$ cat src/core/ptc_pkg.sv
// Package for the pulse (tap) event configuration and status block.
// Assumes a 32-bit AXI4-Lite register bus and 8-bit signed axis samples.
package ptc_pkg;

  // ----------------------------------------------------------------
  // Bus geometry
  // ----------------------------------------------------------------
  localparam int ADDR_W   = 10;
  localparam int DATA_W   = 32;
  localparam int NUM_AXES = 3;

  // ----------------------------------------------------------------
  // Register indices (byte address is four times the index)
  // ----------------------------------------------------------------
  localparam logic [7:0] IDX_CONFIG     = 8'h21;
  localparam logic [7:0] IDX_SOURCE     = 8'h22;
  localparam logic [7:0] IDX_THR_X      = 8'h23;
  localparam logic [7:0] IDX_THR_Y      = 8'h24;
  localparam logic [7:0] IDX_THR_Z      = 8'h25;
  localparam logic [7:0] IDX_TIME_LIMIT = 8'h26;
  localparam logic [7:0] IDX_LATENCY    = 8'h27;
  localparam logic [7:0] IDX_IRQ_STATUS = 8'h30;
  localparam logic [7:0] IDX_IRQ_ENABLE = 8'h31;
  localparam logic [7:0] IDX_IRQ_CLEAR  = 8'h32;

  // ----------------------------------------------------------------
  // Field positions
  // ----------------------------------------------------------------
  localparam int CFG_DOUBLE_ABORT = 7;
  localparam int CFG_LATCH_ENABLE = 6;
  localparam int CFG_SINGLE_LSB   = 0;
  localparam int CFG_DOUBLE_LSB   = 1;
  localparam int CFG_AXIS_STRIDE  = 2;
  localparam int SRC_EVENT_ACTIVE = 7;
  localparam int SRC_AXIS_LSB     = 4;
  localparam int SRC_DOUBLE_FLAG  = 3;
  localparam int SRC_SIGN_LSB     = 0;
  localparam int IRQ_SINGLE       = 0;
  localparam int IRQ_DOUBLE       = 1;

  // ----------------------------------------------------------------
  // Reset values and bus answers
  // ----------------------------------------------------------------
  localparam logic [7:0] CONFIG_RESET  = 8'h00;
  localparam logic [6:0] THR_RESET     = 7'h00;
  localparam logic [7:0] TIMER_RESET   = 8'h00;
  localparam logic [1:0] IRQ_EN_RESET  = 2'h0;
  localparam logic [1:0] RESP_OKAY     = 2'h0;
  localparam logic [1:0] RESP_SLVERR   = 2'h2;

  // ----------------------------------------------------------------
  // Per-axis pulse sequencer states
  // ----------------------------------------------------------------
  typedef enum logic [2:0] {
    TAP_IDLE,
    TAP_FIRST,
    TAP_LATENCY,
    TAP_SECOND_WAIT,
    TAP_SECOND,
    TAP_TOO_LONG
  } ptc_tap_state_type;

endpackage

$ cat src/core/ptc_core.sv
// Pulse (tap) event configuration, source status and interrupt logic.
// Assumes an AXI4-Lite master on one clock and synchronous axis samples.
//
// Notes on behaviour
// - With double abort clear, a pulse in the latency window keeps double detection.
// - With double abort set, a whole pulse inside latency suspends double detection.
// - Config bit 6 chooses whether source flags latch.
// - Config bits 5, 3, 1 enable double events for Z, Y, X.
// - Config bits 4, 2, 0 enable single events for Z, Y, X.
// - An event shows only when its axis and type are both enabled.
// - Source bit 7 sets once any enabled pulse event occurs.
// - Source bits 6, 5, 4 mark events on Z, Y, X.
// - Source bit 3 is zero for single, one for double.
// - Source bits 2, 1, 0 give Z, Y, X polarity; one is negative.
// - With latching on, status bits freeze once event active sets, until read.
// - Reading the source register clears all its bits.
// - Reading the source register also drops the pulse interrupt.
// - Configuration and source registers reset to zero.
// - Latency window starts after the first pulse; pulses in it raise no event.
// - Per-axis thresholds are seven-bit unsigned and start pulse detection.
//
// The AXI4-Lite interface to the registers was left to the implementer.
`timescale 1ns/1ps
module ptc_core
  import ptc_pkg::*;
(
  input  wire logic              aclk,
  input  wire logic              aresetn,
  input  wire logic [ADDR_W-1:0] awaddr,
  input  wire logic [2:0]        awprot,
  input  wire logic              awvalid,
  output logic                   awready,
  input  wire logic [DATA_W-1:0] wdata,
  input  wire logic [3:0]        wstrb,
  input  wire logic              wvalid,
  output logic                   wready,
  output logic [1:0]             bresp,
  output logic                   bvalid,
  input  wire logic              bready,
  input  wire logic [ADDR_W-1:0] araddr,
  input  wire logic [2:0]        arprot,
  input  wire logic              arvalid,
  output logic                   arready,
  output logic [DATA_W-1:0]      rdata,
  output logic [1:0]             rresp,
  output logic                   rvalid,
  input  wire logic              rready,
  input  wire logic              sample_tick,
  input  wire logic [7:0]        sample_x,
  input  wire logic [7:0]        sample_y,
  input  wire logic [7:0]        sample_z,
  output logic                   tap_irq
);

  // ----------------------------------------------------------------
  // Declarations
  // ----------------------------------------------------------------
  logic [7:0]          config_reg;
  logic [6:0]          thr_reg [NUM_AXES];
  logic [7:0]          time_limit_reg;
  logic [7:0]          latency_reg;
  logic [1:0]          irq_enable_reg;
  logic [1:0]          irq_status_reg;
  logic                event_active_reg;
  logic [NUM_AXES-1:0] axis_event_reg;
  logic                double_flag_reg;
  logic [NUM_AXES-1:0] sign_reg;

  logic                aw_hold_reg;
  logic [7:0]          aw_index_reg;
  logic                w_hold_reg;
  logic [7:0]          wdata_reg;
  logic                wlane_reg;

  logic [7:0]          samples [NUM_AXES];
  logic [NUM_AXES-1:0] single_hit;
  logic [NUM_AXES-1:0] double_hit;
  logic [NUM_AXES-1:0] hit_sign;
  logic [NUM_AXES-1:0] single_en;
  logic [NUM_AXES-1:0] double_en;
  logic [NUM_AXES-1:0] single_seen;
  logic [NUM_AXES-1:0] double_seen;
  logic [NUM_AXES-1:0] axis_seen;
  logic [NUM_AXES-1:0] sign_seen;
  logic                any_event;
  logic                frozen;

  logic                do_write;
  logic                write_ok;
  logic                read_take;
  logic [7:0]          read_index;
  logic                source_read;
  logic [7:0]          source_value;
  logic [7:0]          read_value;
  logic                read_ok;

  assign samples[0] = sample_x;
  assign samples[1] = sample_y;
  assign samples[2] = sample_z;

  // ----------------------------------------------------------------
  // Per-axis detectors and event qualification
  // ----------------------------------------------------------------
  for (genvar a = 0; a < NUM_AXES; a++) begin : g_axis
    ptc_axis_detector u_detector (
      .aclk         (aclk),
      .aresetn      (aresetn),
      .sample_tick  (sample_tick),
      .sample       (samples[a]),
      .threshold    (thr_reg[a]),
      .time_limit   (time_limit_reg),
      .latency      (latency_reg),
      .double_abort (config_reg[CFG_DOUBLE_ABORT]),
      .single_hit   (single_hit[a]),
      .double_hit   (double_hit[a]),
      .hit_sign     (hit_sign[a])
    );

    assign single_en[a]   = config_reg[CFG_AXIS_STRIDE*a + CFG_SINGLE_LSB];
    assign double_en[a]   = config_reg[CFG_AXIS_STRIDE*a + CFG_DOUBLE_LSB];
    assign single_seen[a] = single_hit[a] & single_en[a];
    assign double_seen[a] = double_hit[a] & double_en[a];
    assign axis_seen[a]   = single_seen[a] | double_seen[a];
    assign sign_seen[a]   = axis_seen[a] & hit_sign[a];
  end

  assign any_event = |axis_seen;
  // Once frozen, newer pulses are dropped; software loses them until it reads.
  assign frozen    = event_active_reg & config_reg[CFG_LATCH_ENABLE];

  // ----------------------------------------------------------------
  // Source register
  // ----------------------------------------------------------------
  assign source_value = {event_active_reg, axis_event_reg, double_flag_reg, sign_reg};

  // The clear of a read comes first so that an event in the same cycle survives.
  always_ff @(posedge aclk) begin
    if (!aresetn) begin
      event_active_reg <= 1'b0;
      axis_event_reg   <= '0;
      double_flag_reg  <= 1'b0;
      sign_reg         <= '0;
    end else begin
      if (source_read) begin
        event_active_reg <= 1'b0;
        axis_event_reg   <= '0;
        double_flag_reg  <= 1'b0;
        sign_reg         <= '0;
      end
      if (any_event) begin
        event_active_reg <= 1'b1;
        if (!frozen || source_read) begin
          axis_event_reg  <= axis_seen;
          double_flag_reg <= |double_seen;
          sign_reg        <= sign_seen;
        end
      end
    end
  end

  // ----------------------------------------------------------------
  // Interrupt status, enable and output
  // ----------------------------------------------------------------
  always_ff @(posedge aclk) begin
    if (!aresetn) begin
      irq_status_reg <= 2'h0;
    end else begin
      logic [1:0] clr_mask;
      clr_mask = 2'h0;
      if (do_write && wlane_reg && aw_index_reg == IDX_IRQ_CLEAR) begin
        clr_mask = wdata_reg[1:0];
      end
      if (source_read) begin
        clr_mask = 2'h3;
      end
      irq_status_reg[IRQ_SINGLE] <= (irq_status_reg[IRQ_SINGLE] & ~clr_mask[IRQ_SINGLE])
                                    | (|single_seen);
      irq_status_reg[IRQ_DOUBLE] <= (irq_status_reg[IRQ_DOUBLE] & ~clr_mask[IRQ_DOUBLE])
                                    | (|double_seen);
    end
  end

  assign tap_irq = |(irq_status_reg & irq_enable_reg);

  // ----------------------------------------------------------------
  // Write channel
  // ----------------------------------------------------------------
  assign awready  = !aw_hold_reg && !bvalid;
  assign wready   = !w_hold_reg && !bvalid;
  assign do_write = aw_hold_reg && w_hold_reg && !bvalid;

  always_comb begin
    unique case (aw_index_reg)
      IDX_CONFIG, IDX_SOURCE, IDX_THR_X, IDX_THR_Y, IDX_THR_Z,
      IDX_TIME_LIMIT, IDX_LATENCY, IDX_IRQ_STATUS, IDX_IRQ_ENABLE,
      IDX_IRQ_CLEAR: write_ok = 1'b1;
      default:       write_ok = 1'b0;
    endcase
  end

  always_ff @(posedge aclk) begin
    if (!aresetn) begin
      aw_hold_reg  <= 1'b0;
      aw_index_reg <= 8'h00;
    end else if (awvalid && awready) begin
      aw_hold_reg  <= 1'b1;
      aw_index_reg <= awaddr[ADDR_W-1:2];
    end else if (do_write) begin
      aw_hold_reg <= 1'b0;
    end
  end

  always_ff @(posedge aclk) begin
    if (!aresetn) begin
      w_hold_reg <= 1'b0;
      wdata_reg  <= 8'h00;
      wlane_reg  <= 1'b0;
    end else if (wvalid && wready) begin
      w_hold_reg <= 1'b1;
      wdata_reg  <= wdata[7:0];
      wlane_reg  <= wstrb[0];
    end else if (do_write) begin
      w_hold_reg <= 1'b0;
    end
  end

  always_ff @(posedge aclk) begin
    if (!aresetn) begin
      bvalid <= 1'b0;
      bresp  <= RESP_OKAY;
    end else if (do_write) begin
      bvalid <= 1'b1;
      bresp  <= write_ok ? RESP_OKAY : RESP_SLVERR;
    end else if (bready) begin
      bvalid <= 1'b0;
    end
  end

  // Only byte lane 0 carries data; writes without it change nothing.
  always_ff @(posedge aclk) begin
    if (!aresetn) begin
      config_reg     <= CONFIG_RESET;
      time_limit_reg <= TIMER_RESET;
      latency_reg    <= TIMER_RESET;
      irq_enable_reg <= IRQ_EN_RESET;
      thr_reg[0]     <= THR_RESET;
      thr_reg[1]     <= THR_RESET;
      thr_reg[2]     <= THR_RESET;
    end else if (do_write && wlane_reg) begin
      unique case (aw_index_reg)
        IDX_CONFIG:     config_reg     <= wdata_reg;
        IDX_THR_X:      thr_reg[0]     <= wdata_reg[6:0];
        IDX_THR_Y:      thr_reg[1]     <= wdata_reg[6:0];
        IDX_THR_Z:      thr_reg[2]     <= wdata_reg[6:0];
        IDX_TIME_LIMIT: time_limit_reg <= wdata_reg;
        IDX_LATENCY:    latency_reg    <= wdata_reg;
        IDX_IRQ_ENABLE: irq_enable_reg <= wdata_reg[1:0];
        default:        config_reg     <= config_reg;
      endcase
    end
  end

  // ----------------------------------------------------------------
  // Read channel
  // ----------------------------------------------------------------
  assign arready     = !rvalid;
  assign read_take   = arvalid && arready;
  assign read_index  = araddr[ADDR_W-1:2];
  assign source_read = read_take && read_index == IDX_SOURCE;

  always_comb begin
    read_value = 8'h00;
    read_ok    = 1'b1;
    unique case (read_index)
      IDX_CONFIG:     read_value = config_reg;
      IDX_SOURCE:     read_value = source_value;
      IDX_THR_X:      read_value = {1'b0, thr_reg[0]};
      IDX_THR_Y:      read_value = {1'b0, thr_reg[1]};
      IDX_THR_Z:      read_value = {1'b0, thr_reg[2]};
      IDX_TIME_LIMIT: read_value = time_limit_reg;
      IDX_LATENCY:    read_value = latency_reg;
      IDX_IRQ_STATUS: read_value = {6'h00, irq_status_reg};
      IDX_IRQ_ENABLE: read_value = {6'h00, irq_enable_reg};
      IDX_IRQ_CLEAR:  read_value = 8'h00;
      default:        read_ok    = 1'b0;
    endcase
  end

  // The value returned is the one before the read's own clear takes effect.
  always_ff @(posedge aclk) begin
    if (!aresetn) begin
      rvalid <= 1'b0;
      rdata  <= '0;
      rresp  <= RESP_OKAY;
    end else if (read_take) begin
      rvalid <= 1'b1;
      rdata  <= {24'h000000, read_value};
      rresp  <= read_ok ? RESP_OKAY : RESP_SLVERR;
    end else if (rready) begin
      rvalid <= 1'b0;
    end
  end

endmodule // ptc_core

$ cat src/core/ptc_axis_detector.sv
// Per-axis pulse sequencer: finds single and double pulses in one axis.
// Assumes sample_tick is a one-cycle strobe at the output data rate.
`timescale 1ns/1ps
module ptc_axis_detector
  import ptc_pkg::*;
(
  input  wire logic       aclk,
  input  wire logic       aresetn,
  input  wire logic       sample_tick,
  input  wire logic [7:0] sample,
  input  wire logic [6:0] threshold,
  input  wire logic [7:0] time_limit,
  input  wire logic [7:0] latency,
  input  wire logic       double_abort,
  output logic            single_hit,
  output logic            double_hit,
  output logic            hit_sign
);

  ptc_tap_state_type state_reg;
  logic [7:0]        count_reg;
  logic              lat_pulse_reg;
  logic              suspend_reg;
  logic [7:0]        magnitude;
  logic              above;

  // ----------------------------------------------------------------
  // Threshold compare
  // ----------------------------------------------------------------
  assign magnitude = sample[7] ? 8'(-sample) : sample;
  assign above     = magnitude > {1'b0, threshold};

  // ----------------------------------------------------------------
  // Sequencer
  // ----------------------------------------------------------------
  always_ff @(posedge aclk) begin
    if (!aresetn) begin
      state_reg     <= TAP_IDLE;
      count_reg     <= TIMER_RESET;
      lat_pulse_reg <= 1'b0;
      suspend_reg   <= 1'b0;
      single_hit    <= 1'b0;
      double_hit    <= 1'b0;
      hit_sign      <= 1'b0;
    end else begin
      single_hit <= 1'b0;
      double_hit <= 1'b0;
      if (sample_tick) begin
        unique case (state_reg)
          TAP_IDLE: begin
            if (above) begin
              state_reg <= TAP_FIRST;
              count_reg <= 8'h00;
              hit_sign  <= sample[7];
            end
          end
          TAP_FIRST: begin
            if (!above) begin
              single_hit    <= 1'b1;
              state_reg     <= TAP_LATENCY;
              count_reg     <= 8'h00;
              lat_pulse_reg <= 1'b0;
              suspend_reg   <= 1'b0;
            end else if (count_reg >= time_limit) begin
              state_reg <= TAP_TOO_LONG;
            end else begin
              count_reg <= count_reg + 8'h01;
            end
          end
          TAP_LATENCY: begin
            // Pulses in this window raise no event; they only feed the abort check.
            if (above) begin
              lat_pulse_reg <= 1'b1;
            end else if (lat_pulse_reg && double_abort) begin
              suspend_reg <= 1'b1;
            end
            if (count_reg >= latency) begin
              count_reg <= 8'h00;
              if (suspend_reg) begin
                state_reg <= above ? TAP_TOO_LONG : TAP_IDLE;
              end else begin
                state_reg <= TAP_SECOND_WAIT;
              end
            end else begin
              count_reg <= count_reg + 8'h01;
            end
          end
          TAP_SECOND_WAIT: begin
            if (above) begin
              state_reg <= TAP_SECOND;
              count_reg <= 8'h00;
              hit_sign  <= sample[7];
            end else if (count_reg >= latency) begin
              state_reg <= TAP_IDLE;
            end else begin
              count_reg <= count_reg + 8'h01;
            end
          end
          TAP_SECOND: begin
            if (!above) begin
              double_hit <= 1'b1;
              state_reg  <= TAP_IDLE;
            end else if (count_reg >= time_limit) begin
              state_reg <= TAP_TOO_LONG;
            end else begin
              count_reg <= count_reg + 8'h01;
            end
          end
          TAP_TOO_LONG: begin
            if (!above) begin
              state_reg <= TAP_IDLE;
            end
          end
          default: begin
            state_reg <= TAP_IDLE;
          end
        endcase
      end
    end
  end

endmodule // ptc_axis_detector

$ cat config.mk
export PLATFORM = sky130hd
export DESIGN_NAME = ptc_core
export DESIGN_NICKNAME = d
export VERILOG_FILES = /design/src/core/ptc_pkg.sv /design/src/core/ptc_core.sv /design/src/core/ptc_axis_detector.sv
export SDC_FILE = /design/constraint.sdc
export NUM_CORES = 1
export LEC_CHECK = 0
export ABC_AREA = 1
export BUFFER_PORTS_ARGS = -buffer_cell sky130_fd_sc_hd__buf_2
export CORE_MARGIN = 1
export CORE_UTILIZATION = 50
export CTS_CLUSTER_DIAMETER = 120
export DETAILED_ROUTE_END_ITERATION = 16
export PLACE_DENSITY = 0.85
export SYNTH_ARGS = -nofsm -noshare
export SYNTH_HDL_FRONTEND = slang
export SYNTH_SLANG_ARGS = --single-unit
export TNS_END_PERCENT = 50
$ cat constraint.sdc
create_clock -name aclk -period 2.72 [get_ports aclk]
set_input_delay 0.544 -clock aclk [delete_from_list [all_inputs] [get_ports aclk]]
set_output_delay 0.544 -clock aclk [all_outputs]
set_load 0.02 [all_outputs]
==> flow_summary_export.csv <==
group,metric,value,unit
outcome,status,"completed",
global_route,grt_usage,26.2,%
cts,cts_max_level,4,
cts,cts_tree,"built",
die,rows,50,
global_route,gr-usage-met2,45.8,%
worst_setup_path,cp.depth,22,
logic_synthesis,ys.flop_type,"dfxtp_1",
final_layout,fin_cells,1757,
worst_setup_path,slowest_stage,"ha_1",
cts,cts_buffers,17,
sta,slew_violations,0,
cts,clk_pin_slew_worst_paths,0.06,ns
final_layout,syn_to_final_growth,13.4,%
die,start_util,51.0,%
global_route,grt_remaining_overflow,0,
sta,tns,0,ns
final_layout,drive_above_1_share,13.8,%
placed_design,placedCellCount,1725,
global_route,antenna_found_initial,0,
sta,finalClockSkew,0.00731,ns
worst_setup_path,rr_worst_depth,13,
cts,clk_latency,0.44,ns
logic_synthesis,ys_warn_count,0,
global_route,grt_most_used_layer,"met2",
sta,setup_violations,0,
global_route,grt_pass1_vias,8757,
worst_setup_path,end_kind,"register",
logic_synthesis,ys_seq_area_share,30.8,%
sta,slew_headroom,56.9,%
sta,post-route-period-util,90.4,%
final_layout,diodes,0,
logic_synthesis,synth_area_per_cell,6.71,um^2
cts,cts.sinks,136,
drt,drc,0,
sta,fin_crit,2.46,ns
placed_design,gp_congestion,0.944,
sta,rsz0062_at_grt,"false",
cts,clock-root-buffer,"clkbuf_16",
sta,fmax,407,MHz
die,io_pins,136,
worst_setup_path,r2r_start,"time_limit_reg[5]$_SDFFE_PN0P_",
final_layout,final_cell_mix,"nand2_1, inv_1, a21oi_1, dfxtp_1, nor2_1",
die,fp.dieArea,19600,um^2
die,fp.dieH,140,um
logic_synthesis,synth_cells,1421,
final_layout,fill_cells,1628,
drt,final_antenna_net_count,0,
final_layout,final_core_util,57.8,%
power,power_leakage,0.00517,uW
final_layout,final_common_cell,"nand2_1",
global_route,grt_first_pass_wirelength,41200,um
worst_hold_path,whs_path_depth,3,
placed_design,placed_cell_area,10200,um^2
worst_setup_path,slowest_delay,0.27,ns
worst_hold_path,hold_path.class,"input port to register",
worst_setup_path,cp.arrival,2.80,ns
worst_setup_path,worst-path-buf-inv,5,
cts,hold_buffers,0,
drt,wl,25600,um
worst_setup_path,worstPathRequired,3.06,ns
worst_setup_path,crit_end,"g_axis[2].u_detector.count_reg[0]$_SDFFE_PN0P_",
sta,worst_pin_slew,0.641,ns
worst_setup_path,crit_chain,"buf_2 -> inv_1 -> ha_1 -> inv_1 -> nor2_1 -> inv_1 -> o21ai_1 -> xnor2_1 -> ha_1 -> nand3_1 -> inv_1 -> nand2_1 -> nor2_1 -> o21ai_4 -> nand3_1 -> nand2_2 -> nand2_1 -> nand2_1 -> nand2_1 -> nand2_1 -> nand2_1 -> nor2_1",
global_route,grtUsageMet1,31.4,%
global_route,grtUsageMet3,5.09,%
final_layout,final_nets,1679,
flow_run,drv_cap,0,
worst_setup_path,cp_top_family,"simple AND/OR/NAND/NOR gates",
placed_design,io_buffers,72,
logic_synthesis,synth-async-reset-ratio,0,%
drt,vias,9517,
power,power_density,581,nW/um^2
worst_setup_path,setup.worst_path.class,"input port to register",
final_layout,largest_reg_flops,24,
worst_setup_path,start_kind,"input port",
logic_synthesis,netlist_area,9530,um^2
worst_setup_path,r2r_slack,0.49,ns
drt,via_per_inst,5.42,
worst_setup_path,critPathMaxFanout,9,
logic_synthesis,ys_seq_elements,136,
worst_setup_path,crit_path_frequent_cell,"nand2_1",
drt,dr.pass1.iters,5,
placed_design,dp_hpwl,18900,um
worst_setup_path,crit_path_start,"sample_z[1]",
drt,drt_iter0_drc,847,
sta,hold_viol,0,
final_layout,fin_area,10800,um^2
die,coreArea,18700,um^2
cts,post-cts-setup-buffer-count,0,
logic_synthesis,synth_edf_count,21,
drt,wl_per_cell,14.6,um
power,vdd_drop_max,0.000518,V
cts,clk_path_buf_depth,2,
power,p_total,6280,uW
logic_synthesis,synthDistinctLibCells,43,
worst_setup_path,r2r_end,"g_axis[1].u_detector.count_reg[2]$_SDFFE_PN0P_",
global_route,grt_start_max_net_pins,28,
die,dieWidth,140,um
[layout make-up]
| cell class | instances | area (um^2) | share of cell area (%) |
|---|---|---|---|
| well taps | 234 | 293 | 2.71 |
| clock inverters | 15 | 215 | 1.99 |
| inverters | 208 | 781 | 7.22 |
| repair buffers | 98 | 556 | 5.14 |
| clock buffers | 17 | 425 | 3.93 |
| multi-input cells | 1049 | 5610 | 51.9 |
| flip-flops and latches | 136 | 2930 | 27.1 |
[where the power goes]
group	internal [uW]	switching, uW
Combinational	500	987
Clock	1560	981
Sequential	2140	120
[Yosys cell counts (3+ instances only)]
| cell | n | area (um^2) |
|---|---|---|
| edfxtp_1 | 21 | 631 |
| nand2_1 | 393 | 1480 |
| ha_1 | 75 | 938 |
| nor2_2 | 12 | 75.1 |
| nor3_2 | 4 | 40.0 |
| nor2_1 | 108 | 405 |
| inv_1 | 195 | 732 |
| a21o_1 | 3 | 22.5 |
| dfxtp_1 | 115 | 2300 |
| nand3_1 | 63 | 315 |
| buf_2 | 6 | 30.0 |
| clkbuf_1 | 18 | 67.6 |
| nand2_2 | 22 | 138 |
| nand3_2 | 8 | 80.1 |
| xnor2_1 | 10 | 87.6 |
| o21a_1 | 3 | 22.5 |
| inv_2 | 13 | 48.8 |
| o21ai_0 | 87 | 435 |
| nand4_1 | 20 | 125 |
| nand3b_1 | 12 | 90.1 |
| buf_4 | 29 | 218 |
| nand2_4 | 4 | 45.0 |
| nor3_1 | 18 | 90.1 |
| o22ai_1 | 12 | 75.1 |
| a21oi_2 | 7 | 61.3 |
| o21ai_1 | 5 | 25.0 |
| o211ai_1 | 6 | 45.0 |
| xor2_1 | 16 | 140 |
| a21oi_1 | 116 | 581 |
[timing repair]
| item | 4_1_cts | 5_1_grt |
|---|---|---|
| resized for setup | 0 | 4 |
| endpoints found under the hold margin | 0 | 0 |
| setup endpoints to repair | 0 | 14 |
[how the worst min path moves through the flow]
stage / slack [ns] / end / startpoint
CTS: 0.37 / aw_index_reg[1]$_SDFFE_PN0P_ / awaddr[3]
detailed placement: 0.44 / g_axis[1].u_detector.hit_sign$_SDFFE_PN0P_ / g_axis[1].u_detector.hit_sign$_SDFFE_PN0P_
global placement: 0.44 / g_axis[1].u_detector.lat_pulse_reg$_SDFFE_PN0P_ / g_axis[1].u_detector.lat_pulse_reg$_SDFFE_PN0P_
global route: 0.38 / aw_index_reg[1]$_SDFFE_PN0P_ / awaddr[3]
floorplan: 0.42 / g_axis[1].u_detector.hit_sign$_SDFFE_PN0P_ / g_axis[1].u_detector.hit_sign$_SDFFE_PN0P_
finish: 0.37 / aw_index_reg[1]$_SDFFE_PN0P_ / awaddr[3]
[metal layers]
metal  vias up  wire length (um)
met5         -                 0
met4         0               749
met3        65              1860
met2       389             12400
met1      4327             10600
li1       4736                 -
[per-stage QoR]
stage,setup WS (ns),hold WS [ns]
3_5_place_dp,-0.246,0.440
5_1_grt,0.0134,0.378
3_3_place_gp,-0.147,0.437
4_1_cts,0.204,0.365
6_report,0.262,0.366
2_1_floorplan,0.119,0.424
[cell families after synthesis]
group	after synthesis	share of synthesized area [%]
and+or+nand+nor	672	31.1
buffers and inverters	261	11.5
AOI/OAI and AO/OA	250	14.4
adders and majority gates	75	9.84
other	1	0.0393
DFF	136	30.8
xor gates and xnor gates	26	2.39
[worst min-delay path: stages]
cell,delay [ns]
buf_2,0.07
o21ai_0,0.07
nor2_1,0.08
(Power assumes the default switching activity.)
